## src/twe_pkg.sv

```systemverilog
// Constants and types for the two-wire serial memory bus target.
// Assumes a 250 MHz system clock that samples both bus lines as plain inputs.
package twe_pkg;

  localparam int CLK_PERIOD_NS = 4;
  localparam int NVW_TIME_MS = 10;
  localparam int NVW_FAST_TIME_MS = 5;
  localparam int NVW_CYCLES = NVW_TIME_MS * 1000000 / CLK_PERIOD_NS;
  localparam int NVW_FAST_CYCLES = NVW_FAST_TIME_MS * 1000000 / CLK_PERIOD_NS;
  localparam int NVW_CNT_W = 22;

  localparam int WORD_W = 8;
  localparam logic [3:0] BITS_PER_WORD = 4'h8;
  localparam logic [4:0] DEV_TYPE_CODE = 5'h14;
  localparam int ADDR_TYPE_MSB = 7;
  localparam int ADDR_TYPE_LSB = 3;
  localparam int ADDR_CS1_POS = 2;
  localparam int ADDR_CS0_POS = 1;
  localparam int ADDR_DIR_POS = 0;

  localparam int BUF_WIDTH = 8;
  localparam int BUF_DEPTH = 2;

  localparam int SYNC_W = 5;
  localparam int SYNC_SCL = 0;
  localparam int SYNC_SDA = 1;
  localparam int SYNC_CS0 = 2;
  localparam int SYNC_CS1 = 3;
  localparam int SYNC_FAST = 4;

  typedef enum logic [2:0] {
    ST_IDLE = 3'h0,
    ST_ADDR = 3'h1,
    ST_ACK = 3'h2,
    ST_WRX = 3'h3,
    ST_RTX = 3'h4,
    ST_RACK = 3'h5,
    ST_WAIT = 3'h6
  } twe_state_type;

endpackage : twe_pkg

```

## src/twe_sync2.sv

```systemverilog
// Two-flop synchroniser for a group of asynchronous level inputs.
// Assumes each bit is a slow level; only the second flop is read outside.
`timescale 1ns/1ns
module twe_sync2 #(
  parameter int WIDTH = 1
) (
  input wire logic clock_i,
  input wire logic sys_rst_i,
  input wire logic [WIDTH-1:0] async_i,
  output logic [WIDTH-1:0] sync_o
);

  logic [WIDTH-1:0] meta_q;

  always_ff @(posedge clock_i or posedge sys_rst_i) begin
    if (sys_rst_i) begin
      meta_q <= '0;
      sync_o <= '0;
    end else begin
      meta_q <= async_i;
      sync_o <= meta_q;
    end
  end

endmodule : twe_sync2

```

## src/twe_fifo2.sv

```systemverilog
// Small valid/ready buffer, flop storage addressed by index.
// Assumes both sides run on the same clock.
`timescale 1ns/1ns
module twe_fifo2
  import twe_pkg::*;
#(
  parameter int WIDTH = BUF_WIDTH,
  parameter int DEPTH = BUF_DEPTH
) (
  input wire logic clock_i,
  input wire logic sys_rst_i,
  input wire logic in_valid_i,
  output logic in_ready_o,
  input wire logic [WIDTH-1:0] in_data_i,
  output logic out_valid_o,
  input wire logic out_ready_i,
  output logic [WIDTH-1:0] out_data_o
);

  localparam int PW = (DEPTH > 1) ? $clog2(DEPTH) : 1;

  logic [WIDTH-1:0] mem_q [DEPTH];
  logic [PW-1:0] wr_q;
  logic [PW-1:0] rd_q;
  logic [PW:0] cnt_q;
  logic push;
  logic pop;

  function automatic logic [PW-1:0] ptr_next(input logic [PW-1:0] p);
    ptr_next = (p == PW'(DEPTH - 1)) ? '0 : PW'(p + 1'b1);
  endfunction : ptr_next

  assign in_ready_o = (cnt_q != (PW+1)'(DEPTH));
  assign out_valid_o = (cnt_q != '0);
  assign out_data_o = mem_q[rd_q];
  assign push = in_valid_i && in_ready_o;
  assign pop = out_valid_o && out_ready_i;

  always_ff @(posedge clock_i) begin
    if (push) begin
      mem_q[wr_q] <= in_data_i;
    end
  end

  always_ff @(posedge clock_i or posedge sys_rst_i) begin
    if (sys_rst_i) begin
      wr_q <= '0;
      rd_q <= '0;
      cnt_q <= '0;
    end else begin
      if (push) begin
        wr_q <= ptr_next(wr_q);
      end
      if (pop) begin
        rd_q <= ptr_next(rd_q);
      end
      if (push && !pop) begin
        cnt_q <= cnt_q + 1'b1;
      end else if (pop && !push) begin
        cnt_q <= cnt_q - 1'b1;
      end
    end
  end

endmodule : twe_fifo2

```

## src/twe_slave.sv

```systemverilog
// Bus target of a two-wire serial memory: framing, addressing, acknowledge,
// byte transfer and the self-timed nonvolatile write.
// Assumes an external pull-up on the data line and a controller-driven clock.
`timescale 1ns/1ns
module twe_slave
  import twe_pkg::*;
#(
  parameter int NVW_SLOW = NVW_CYCLES,
  parameter int NVW_FAST = NVW_FAST_CYCLES
) (
  input wire logic clock_i,
  input wire logic sys_rst_i,
  input wire logic scl_i,
  input wire logic sda_i,
  output logic sda_o,
  output logic sda_oe_o,
  input wire logic chip_select_bit0_pin_i,
  input wire logic chip_select_bit1_pin_i,
  input wire logic fast_revision_i,
  output logic [WORD_W-1:0] rx_data_o,
  output logic rx_valid_o,
  input wire logic rx_ready_i,
  input wire logic [WORD_W-1:0] tx_data_i,
  output logic tx_take_o,
  output logic nvw_busy_o,
  output logic standby_o
);

  logic [SYNC_W-1:0] sync_s;
  logic scl_s;
  logic sda_s;
  logic scl_prev_q;
  logic sda_prev_q;
  logic scl_rise;
  logic scl_fall;
  logic start_ev;
  logic stop_ev;
  twe_state_type state_q;
  logic [3:0] bit_cnt_q;
  logic [WORD_W-1:0] shift_q;
  logic dir_read_q;
  logic got_data_q;
  logic master_ack_q;
  logic sda_oe_q;
  logic busy_q;
  logic [NVW_CNT_W-1:0] busy_cnt_q;
  logic addr_match;
  logic word_done;
  logic push_valid;
  logic push_ready;
  logic nvw_launch;

  twe_sync2 #(
    .WIDTH(SYNC_W)
  ) u_sync (
    .clock_i(clock_i),
    .sys_rst_i(sys_rst_i),
    .async_i({fast_revision_i, chip_select_bit1_pin_i, chip_select_bit0_pin_i, sda_i, scl_i}),
    .sync_o(sync_s)
  );

  assign scl_s = sync_s[SYNC_SCL];
  assign sda_s = sync_s[SYNC_SDA];

  always_ff @(posedge clock_i or posedge sys_rst_i) begin
    if (sys_rst_i) begin
      scl_prev_q <= 1'b1;
      sda_prev_q <= 1'b1;
    end else begin
      scl_prev_q <= scl_s;
      sda_prev_q <= sda_s;
    end
  end

  assign scl_rise = scl_s && !scl_prev_q;
  assign scl_fall = !scl_s && scl_prev_q;
  // Both lines pass the same synchroniser depth, so their order is kept.
  assign start_ev = scl_s && scl_prev_q && sda_prev_q && !sda_s;
  assign stop_ev = scl_s && scl_prev_q && !sda_prev_q && sda_s;

  // A busy part refuses its address so that the controller can poll it.
  assign addr_match = (shift_q[ADDR_TYPE_MSB:ADDR_TYPE_LSB] == DEV_TYPE_CODE)
    && (shift_q[ADDR_CS1_POS] == sync_s[SYNC_CS1])
    && (shift_q[ADDR_CS0_POS] == sync_s[SYNC_CS0])
    && !busy_q;
  assign word_done = scl_fall && (bit_cnt_q == BITS_PER_WORD);
  // A full buffer withholds the acknowledge; the word is dropped and the target waits for a start or stop.
  assign push_valid = (state_q == ST_WRX) && word_done && !start_ev && !stop_ev;
  assign nvw_launch = stop_ev && !dir_read_q && got_data_q;

  twe_fifo2 #(
    .WIDTH(BUF_WIDTH),
    .DEPTH(BUF_DEPTH)
  ) u_buf (
    .clock_i(clock_i),
    .sys_rst_i(sys_rst_i),
    .in_valid_i(push_valid),
    .in_ready_o(push_ready),
    .in_data_i(shift_q),
    .out_valid_o(rx_valid_o),
    .out_ready_i(rx_ready_i),
    .out_data_o(rx_data_o)
  );

  always_ff @(posedge clock_i or posedge sys_rst_i) begin
    if (sys_rst_i) begin
      state_q <= ST_IDLE;
      bit_cnt_q <= 4'h0;
      shift_q <= 8'h00;
      dir_read_q <= 1'b0;
      got_data_q <= 1'b0;
      master_ack_q <= 1'b0;
      sda_oe_q <= 1'b0;
      tx_take_o <= 1'b0;
    end else begin
      tx_take_o <= 1'b0;
      if (start_ev) begin
        state_q <= ST_ADDR;
        bit_cnt_q <= 4'h0;
        got_data_q <= 1'b0;
        sda_oe_q <= 1'b0;
      end else if (stop_ev) begin
        state_q <= ST_IDLE;
        sda_oe_q <= 1'b0;
        // A stray second stop without a start must not launch another write cycle.
        got_data_q <= 1'b0;
      end else begin
        case (state_q)
          ST_IDLE: begin
            sda_oe_q <= 1'b0;
          end
          ST_ADDR, ST_WRX: begin
            if (scl_rise && bit_cnt_q != BITS_PER_WORD) begin
              shift_q <= {shift_q[WORD_W-2:0], sda_s};
              bit_cnt_q <= bit_cnt_q + 4'h1;
            end else if (word_done) begin
              if (state_q == ST_ADDR) begin
                if (addr_match) begin
                  state_q <= ST_ACK;
                  sda_oe_q <= 1'b1;
                  dir_read_q <= shift_q[ADDR_DIR_POS];
                end else begin
                  state_q <= ST_IDLE;
                end
              end else if (push_ready) begin
                state_q <= ST_ACK;
                sda_oe_q <= 1'b1;
                got_data_q <= 1'b1;
              end else begin
                state_q <= ST_WAIT;
              end
            end
          end
          ST_ACK: begin
            if (scl_fall) begin
              bit_cnt_q <= 4'h0;
              if (dir_read_q) begin
                state_q <= ST_RTX;
                shift_q <= tx_data_i;
                tx_take_o <= 1'b1;
                sda_oe_q <= !tx_data_i[WORD_W-1];
              end else begin
                state_q <= ST_WRX;
                sda_oe_q <= 1'b0;
              end
            end
          end
          ST_RTX: begin
            if (scl_rise) begin
              bit_cnt_q <= bit_cnt_q + 4'h1;
            end else if (word_done) begin
              state_q <= ST_RACK;
              sda_oe_q <= 1'b0;
            end else if (scl_fall) begin
              shift_q <= {shift_q[WORD_W-2:0], 1'b0};
              sda_oe_q <= !shift_q[WORD_W-2];
            end
          end
          ST_RACK: begin
            if (scl_rise) begin
              master_ack_q <= !sda_s;
            end else if (scl_fall) begin
              bit_cnt_q <= 4'h0;
              if (master_ack_q) begin
                state_q <= ST_RTX;
                shift_q <= tx_data_i;
                tx_take_o <= 1'b1;
                sda_oe_q <= !tx_data_i[WORD_W-1];
              end else begin
                state_q <= ST_WAIT;
              end
            end
          end
          ST_WAIT: begin
            sda_oe_q <= 1'b0;
          end
          default: begin
            state_q <= ST_IDLE;
            sda_oe_q <= 1'b0;
          end
        endcase
      end
    end
  end

  always_ff @(posedge clock_i or posedge sys_rst_i) begin
    if (sys_rst_i) begin
      busy_q <= 1'b0;
      busy_cnt_q <= '0;
    end else if (nvw_launch && !busy_q) begin
      busy_q <= 1'b1;
      busy_cnt_q <= sync_s[SYNC_FAST] ? NVW_CNT_W'(NVW_FAST) : NVW_CNT_W'(NVW_SLOW);
    end else if (busy_q) begin
      if (busy_cnt_q <= NVW_CNT_W'(1)) begin
        busy_q <= 1'b0;
        busy_cnt_q <= '0;
      end else begin
        busy_cnt_q <= busy_cnt_q - 1'b1;
      end
    end
  end

  // The line is only ever pulled low; the pull-up makes every high level.
  assign sda_o = 1'b0;
  assign sda_oe_o = sda_oe_q;
  assign nvw_busy_o = busy_q;
  assign standby_o = (state_q == ST_IDLE) && !busy_q;
endmodule : twe_slave

```

## config.mk

```make
export PLATFORM = sky130hd
export DESIGN_NAME = twe_slave
export DESIGN_NICKNAME = d
export VERILOG_FILES = /design/src/twe_pkg.sv /design/src/twe_sync2.sv /design/src/twe_fifo2.sv /design/src/twe_slave.sv
export SDC_FILE = /design/constraint.sdc
export NUM_CORES = 1
export LEC_CHECK = 0
export ABC_CLOCK_PERIOD_IN_PS = 3250
export BUFFER_PORTS_ARGS = -buffer_cell sky130_fd_sc_hd__buf_2
export CAP_MARGIN = 20
export CELL_PAD_IN_SITES_DETAIL_PLACEMENT = 1
export CELL_PAD_IN_SITES_GLOBAL_PLACEMENT = 1
export CORE_AREA = 4 4 93 95
export DETAILED_ROUTE_END_ITERATION = 6
export DIE_AREA = 0 0 97 99
export PLACE_DENSITY_LB_ADDON = 0.1
export SLEW_MARGIN = 25
export SYNTH_ARGS = -nofsm -noshare
export SYNTH_HDL_FRONTEND = slang
export SYNTH_SLANG_ARGS = --single-unit
```

## constraint.sdc

```tcl
create_clock -name clock_i -period 3.25 [get_ports clock_i]
set_input_delay 0.65 -clock clock_i [delete_from_list [all_inputs] [get_ports clock_i]]
set_output_delay 0.65 -clock clock_i [all_outputs]
set_load 0.05 [all_outputs]
```

==> results.toml, run 1 <==
[yosys]
ys_top_cells_by_count = "dfrtp_1 (57), nor2_1 (28), mux2_2 (24)"
synth_most_common_cell = "dfrtp_1"
yosysWarnings = 0
yosys_most_used_dff = "dfrtp_1"
ys_types = 66
ys_seq_area_share_pct = 50.7
synthesis.area_sq_mm = 0.00387
synth-edff-count = 16
synth_cells = 358
synth_top_cell_area_share_pct = 36.9
synthTopCellsByArea = "dfrtp_1 (37%), edfxtp_1 (12%), mux2_2 (7.0%), nor2_1 (2.7%), xnor2_1 (2.5%)"
avgSynthCellArea_sq_um = 10.8
post-synth-top-area-cell = "dfrtp_1"
async_reset_ff_share_pct = 78.7
synth.net_count = 379
ys_seq_elements = 75

[sta]
final_hold_viol_count = 0
slew_headroom_pct = 38.0
post-route-period-util_pct = 75.3
fin_crit_ns = 2.45
setup_violations = 0
tightest_slew_ns = 0.923
fin_worst_skew_ns = 0.0150
fmax_ghz = 0.409
drv_slew = 0
setup_tns_ns = 0
rsz0062_at_grt = "no"

[pwr]
power.internal_mw = 2.38
ir_worst_vdd_mv = 0.363
combPwrFrac_pct = 42.8
switchingPower_mw = 1.86
swShare_pct = 43.8
pwr-share-seq_pct = 39.4
clock_power_share_pct = 17.8
p_leak_nw = 1.80
pwr_density_cell_mw_per_mm2 = 991

[setup_path]
crit_end = "u_buf.mem_q[0][0]$_DFFE_PP_"
ff2ff_setup_slack_ns = 0.80
cp_data_arrival_time_ns = 2.44
critPathMaxStageDelay_ns = 0.56
worstPathRequired_ns = 3.24
endpoint_kind = "flip-flop"
r2r_start = "bit_cnt_q[0]$_DFFE_PP0P_"
r2r-end = "u_buf.mem_q[0][0]$_DFFE_PP_"
crit_chain = "inv_1 > ha_1 > nand3b_1 > nor2_1 > o2111a_1 > nor2b_1"
crit_start = "bit_cnt_q[0]$_DFFE_PP0P_"
crit_family = "simple AND/OR/NAND/NOR gates"
worst_path_max_delay_cell = "nor2b_1"
crit_cells = 6
cp.buffers_inverters = 1
setup.worst_path.start_class = "flip-flop"
path_class = "reg2reg"
critPathMaxFanout = 8
ff2ff_path_depth = 6

[layout]
num-fill-cells = 861
postLayoutCellArea_sq_mm = 0.00428
drive_gt1_share_pct = 22.9
antenna_cells = 0
nets = 404
regArea_sq_mm = 0.00196
utilization_pct = 55.4
multi_input_area_sq_mm = 0.00176
area_delta_synth_final_pct = 10.6

[global_route]
grt_pass1_vias = 3146
antenna_found_initial = 0
grt_util_all_layers_pct = 20.1
top_usage_layer = "met2"
grtUsageMet1_pct = 25.8
grt_first_pass_wirelength_microns = 15700
met3_usage_pct = 3.82
grt-ovfl-total = 0
grt_max_degree = 25
met2_usage_pct = 34.1

[clocking]
clk_pin_slew_ns = 0.09
cts_tree = "built"
htree_num_levels = 3
cts_root_buffer = "clkbuf_8"
cts_setup_buffers = 0
cts.sinks = 75
cts.hold.buffers_added = 0
insertion_delay_ns = 0.36
ctsResizeCount = 0
cts_buffer_depth = 2
numCtsBuffers = 9

[route]
dr.pass1.iters = 4
routed_wl_microns = 9100
routedWlPerCell_microns = 18.6
drc = 0
vias_per_cell = 6.00
drt_iter0_drc = 105
ant_nets = 0
vias = 2942

[floorplanning]
start_util_pct = 50.0
coreArea_sq_mm = 0.00773
die_x_microns = 97
rows = 32
die_h_microns = 99
die_area_sq_mm = 0.00960
ioPinCount = 30

[place]
placed_cell_area_sq_mm = 0.00407
io_buffers = 28
place_congestion = 0.798
dp_hpwl_microns = 6490

[status]
status = "completed"

[job]
drv_cap = 0

[worst_hold_path]
hold_class = "in2async"
state kept, by name, summed over array words and instances (netlist names):
name,flops
busy_cnt_q,22
u_buf.mem_q,16
shift_q,8
u_sync.meta_q,5
u_sync.sync_o,5
bit_cnt_q,4
state_q,3
u_buf.cnt_q,2
dir_read_q,1
got_data_q,1
master_ack_q,1
nvw_busy_o,1
scl_prev_q,1
sda_oe_o,1
sda_prev_q,1
tx_take_o,1
u_buf.rd_q,1
u_buf.wr_q,1
final cells by class:
| class | count | share of cell area [%] |
|---|---|---|
| clock buffers | 9 | 2.90 |
| multi-input cells | 252 | 41.2 |
| clock inverters | 7 | 1.90 |
| repair buffers | 33 | 4.15 |
| inverters | 12 | 1.05 |
| well taps | 102 | 2.98 |
| flip-flops and latches | 75 | 45.8 |
through the flow:
stage          instances  setup WS [ns]  total power, mW  hold WS (ns)
2_1_floorplan        358         0.0305             3.06         0.331
3_3_place_gp         474          0.912             3.42         0.333
3_5_place_dp         474          0.854             3.50         0.336
4_1_cts              490          0.818             4.26         0.277
5_1_grt              490          0.645             4.56         0.285
6_report             490          0.803             4.24         0.264
how the worst min path moves through the flow:
stage / slack, ns / cells after the start / from / end
2_1_floorplan: 0.33 / 0 / u_sync.meta_q[0]$_DFF_PP0_ / u_sync.sync_o[0]$_DFF_PP0_
3_3_place_gp: 0.33 / 0 / u_sync.meta_q[1]$_DFF_PP0_ / u_sync.sync_o[1]$_DFF_PP0_
3_5_place_dp: 0.34 / 0 / u_sync.meta_q[1]$_DFF_PP0_ / u_sync.sync_o[1]$_DFF_PP0_
4_1_cts: 0.28 / 2 / sys_rst_i / u_sync.meta_q[3]$_DFF_PP0_
5_1_grt: 0.29 / 2 / sys_rst_i / u_sync.meta_q[3]$_DFF_PP0_
6_report: 0.26 / 2 / sys_rst_i / u_sync.meta_q[3]$_DFF_PP0_
per-layer routing:
layer / routed length (microns) / part of all wire (%)
met5: 0 / 0
met2: 4490 / 49
met3: 271 / 3.0
met1: 4190 / 46
met4: 159 / 1.7
power by group through the flow:
stage | sequential [mW] | clock [mW] | combinational, mW
finish | 1.67 | 0.756 | 1.81
global route | 1.73 | 0.818 | 2.01
CTS | 1.67 | 0.765 | 1.83
detailed placement | 1.68 | 0 | 1.81
global placement | 1.66 | 0 | 1.76
floorplan | 1.49 | 0 | 1.56
logic make-up after synthesis:
group / after synthesis / synth area share (%)
fa+ha+maj: 5 / 1.62
buf+inv: 31 / 3.72
other cells: 1 / 0.0970
flops: 75 / 50.7
xor+xnor: 14 / 3.17
compound gates: 94 / 17.0
simple gates: 113 / 16.5
mux: 25 / 7.25
layout by cell type (no fill, tap or decap), drive strengths merged, types with 4 or more instances in the layout:
cell type,n
a21oi,18
a31oi,11
buf,33
clkbuf,9
dfrtp,57
edfxtp,16
ha,5
inv,16
mux2,24
nand2,19
nand2b,6
nand3,6
nand3b,6
nor2,28
nor2b,4
nor3,14
nor4,7
o211ai,5
o21ai,9
o22ai,9
o31ai,6
or2,4
or3,4
xnor2,11
No activity file was read; power rests on OpenSTA's default activity.
==> run 2: changes to the inputs <==
Settings changed: ABC_AREA set to 1, ABC_CLOCK_PERIOD_IN_PS 3250 to 2270, CORE_AREA 4 4 93 95 to 4 4 100 102, DIE_AREA 0 0 97 99 to 0 0 104 106.
Clock period 3.25 ns to 2.27 ns, I/O delays scaled along.
==> results.toml, run 2 <==
[clocking]
cts.sinks = 75
numCtsBuffers = 9
clk_pin_slew_ns = 0.10
insertion_delay_ns = 0.36
ctsResizeCount = 0
cts_buffer_depth = 2
htree_num_levels = 3
cts_setup_buffers = 0
cts_root_buffer = "clkbuf_8"
cts_tree = "built"
cts.hold.buffers_added = 0

[setup_path]
path_class = "reg2reg"
crit_family = "simple AND/OR/NAND/NOR gates"
endpoint_kind = "flip-flop"
crit_chain = "inv_1 > ha_1 > nand3_1 > nor2_2 > nand2_1 > inv_1 > ha_1 > a21oi_1 > o21ai_0 > xor2_1"
ff2ff_path_depth = 10
worst_path_max_delay_cell = "dfrtp_1"
cp.buffers_inverters = 2
critPathMaxStageDelay_ns = 0.42
cp_data_arrival_time_ns = 2.25
crit_cells = 10
worstPathRequired_ns = 2.51
critPathMaxFanout = 4
setup.worst_path.start_class = "flip-flop"

[global_route]
grt_util_all_layers_pct = 19.7
top_usage_layer = "met2"
grt_first_pass_wirelength_microns = 17700
grt_pass1_vias = 3467
grt_max_degree = 43
grtUsageMet1_pct = 29.1
antenna_found_initial = 0
met2_usage_pct = 30.0
met3_usage_pct = 2.61
grt-ovfl-total = 0

[route]
drt_iter0_drc = 128
ant_nets = 0
routed_wl_microns = 10200
vias = 3365
vias_per_cell = 5.14
dr.pass1.iters = 4
drc = 0
routedWlPerCell_microns = 15.5

[sta]
drv_slew = 0
holdWs_ns = 0.0589
setup_tns_ns = 0
final_hold_viol_count = 0
setup_violations = 0
fin_crit_ns = 2.01
fin_worst_skew_ns = 0.0100
post-route-period-util_pct = 88.5
rsz0062_at_grt = "no"
setup_ws_ns = 0.262
fmax_ghz = 0.498

[floorplanning]
die_h_microns = 106
die_x_microns = 104
coreArea_sq_mm = 0.00911
ioPinCount = 30
rows = 35
die_area_sq_mm = 0.0110
start_util_pct = 44.3

[layout]
mostFrequentLayoutCells = "nand2_1 (144), nor2_1 (59), dfrtp_1 (57), inv_1 (48), nand3_1 (35)"
num-fill-cells = 1134
regMostFlops = "busy_cnt_q"
area_delta_synth_final_pct = 12.4
nets = 560
antenna_cells = 0
instances_no_fill = 655
layout_commonest_cell = "nand2_1"
drive_gt1_share_pct = 17.8
reg_top3 = "busy_cnt_q: 22 flops, u_buf.mem_q: 16 flops, shift_q: 8 flops"
largest_reg_flops = 22

[yosys]
avgSynthCellArea_sq_um = 8.09
yosys_most_used_dff = "dfrtp_1"
yosysWarnings = 0
ys_top_cells_by_count = "nand2_1 (144), nor2_1 (59), dfrtp_1 (57)"
synth_most_common_cell = "nand2_1"
synth_top_cell_area_share_pct = 35.3
synth_cells = 499
synth-edff-count = 16
synthTopCellsByArea = "dfrtp_1 (35%), nand2_1 (13%), edfxtp_1 (12%), nor2_1 (5.5%), inv_1 (4.6%)"
synth.net_count = 520
ys_seq_elements = 75
post-synth-top-area-cell = "dfrtp_1"
synthesis.area_sq_mm = 0.00404
async_reset_ff_share_pct = 78.7
ys_types = 37
ys_seq_area_share_pct = 48.5

[place]
place_congestion = 0.905
io_buffers = 28
place_ws_ns = 0.266
dp_cells = 639
dp_hpwl_microns = 7770

[pwr]
pwr_density_cell_mw_per_mm2 = 786
ir_worst_vdd_mv = 0.309
p_total_mw = 3.57
p_leak_nw = 2.39

[worst_hold_path]
hold_class = "in2async"

[job]
drv_cap = 0

[status]
status = "completed"
[run 2: cell count changes in the layout (fill, tap and decap cells not counted), moves of 8 or more]
cell     change
nor3_1       -9
nand3_1     +30
o21ai_1     +14
o21ai_0     +13
a31oi_1     -11
inv_1       +37
nor2_1      +31
mux2_2      -16
xnor2_1      -8
inv_2        +9
nand2_1    +125
[run 2: report_power, final]
part           leakage, nW  internal (mW)  switching, mW
registers            0.915           1.55          0.182
clock network       0.0996          0.439          0.616
logic                 1.37          0.266          0.510
total                 2.39           2.26           1.31
[run 2: stage by stage]
| step | cell area (sq um) | util [%] |
|---|---|---|
| 2_1_floorplan | 4040 | - |
| 3_3_place_gp | 4340 | 47.7 |
| 3_5_place_dp | 4340 | 47.7 |
| 4_1_cts | 4540 | 49.8 |
| 5_1_grt | 4540 | 49.8 |
| 6_report | 4540 | 49.8 |
[run 2: logic make-up (layout without fill, tap and decap cells)]
family / after synthesis / after routing / share of synthesized area, %
buffers and inverters: 64 / 109 / 6.38
adders and majority gates: 5 / 5 / 1.55
DFF: 75 / 75 / 48.5
AOI/OAI and AO/OA: 58 / 58 / 7.93
xor gates and xnor gates: 13 / 13 / 2.82
other: 1 / 1 / 0.0928
muxes: 8 / 8 / 2.23
and+or+nand+nor: 275 / 275 / 30.5
[run 2: metal layers]
| metal | wire length (microns) | up-vias |
|---|---|---|
| met5 | 0 | - |
| li1 | - | 1688 |
| met3 | 407 | 11 |
| met2 | 4430 | 55 |
| met4 | 150 | 0 |
| met1 | 5170 | 1611 |
[run 2: worst reg2reg max path, stage by stage, from the launching register on]
cell and delay (ns):
dfrtp_1 0.42, inv_1 0.10, ha_1 0.16, nand3_1 0.12, nor2_2 0.20, nand2_1 0.15
inv_1 0.10, ha_1 0.25, a21oi_1 0.12, o21ai_0 0.12, xor2_1 0.15
[run 2: layout make-up]
cell class | instances | area [sq um] | share of cell area, %
well taps | 111 | 139 | 3.06
multi-input cells | 360 | 1820 | 40.1
clock inverters | 7 | 72.6 | 1.60
flip-flops and latches | 75 | 1960 | 43.2
clock buffers | 9 | 124 | 2.73
repair buffers | 35 | 205 | 4.52
inverters | 58 | 218 | 4.80
[run 2: path summary, 6_finish.rpt]
path	slack, ns	start	to
setup reg to reg	0.26	bit_cnt_q[0]$_DFFE_PP0P_	u_buf.cnt_q[1]$_DFFE_PP0P_
setup / recovery	0.26	bit_cnt_q[0]$_DFFE_PP0P_	u_buf.cnt_q[1]$_DFFE_PP0P_
hold / removal	0.06	sys_rst_i	u_sync.sync_o[0]$_DFF_PP0_
hold reg to reg	0.36	u_sync.meta_q[4]$_DFF_PP0_	u_sync.sync_o[4]$_DFF_PP0_
max in group asynchronous	1.65	sys_rst_i	busy_cnt_q[21]$_DFFE_PP0P_
min in group clock_i	0.19	scl_i	u_sync.meta_q[0]$_DFF_PP0_
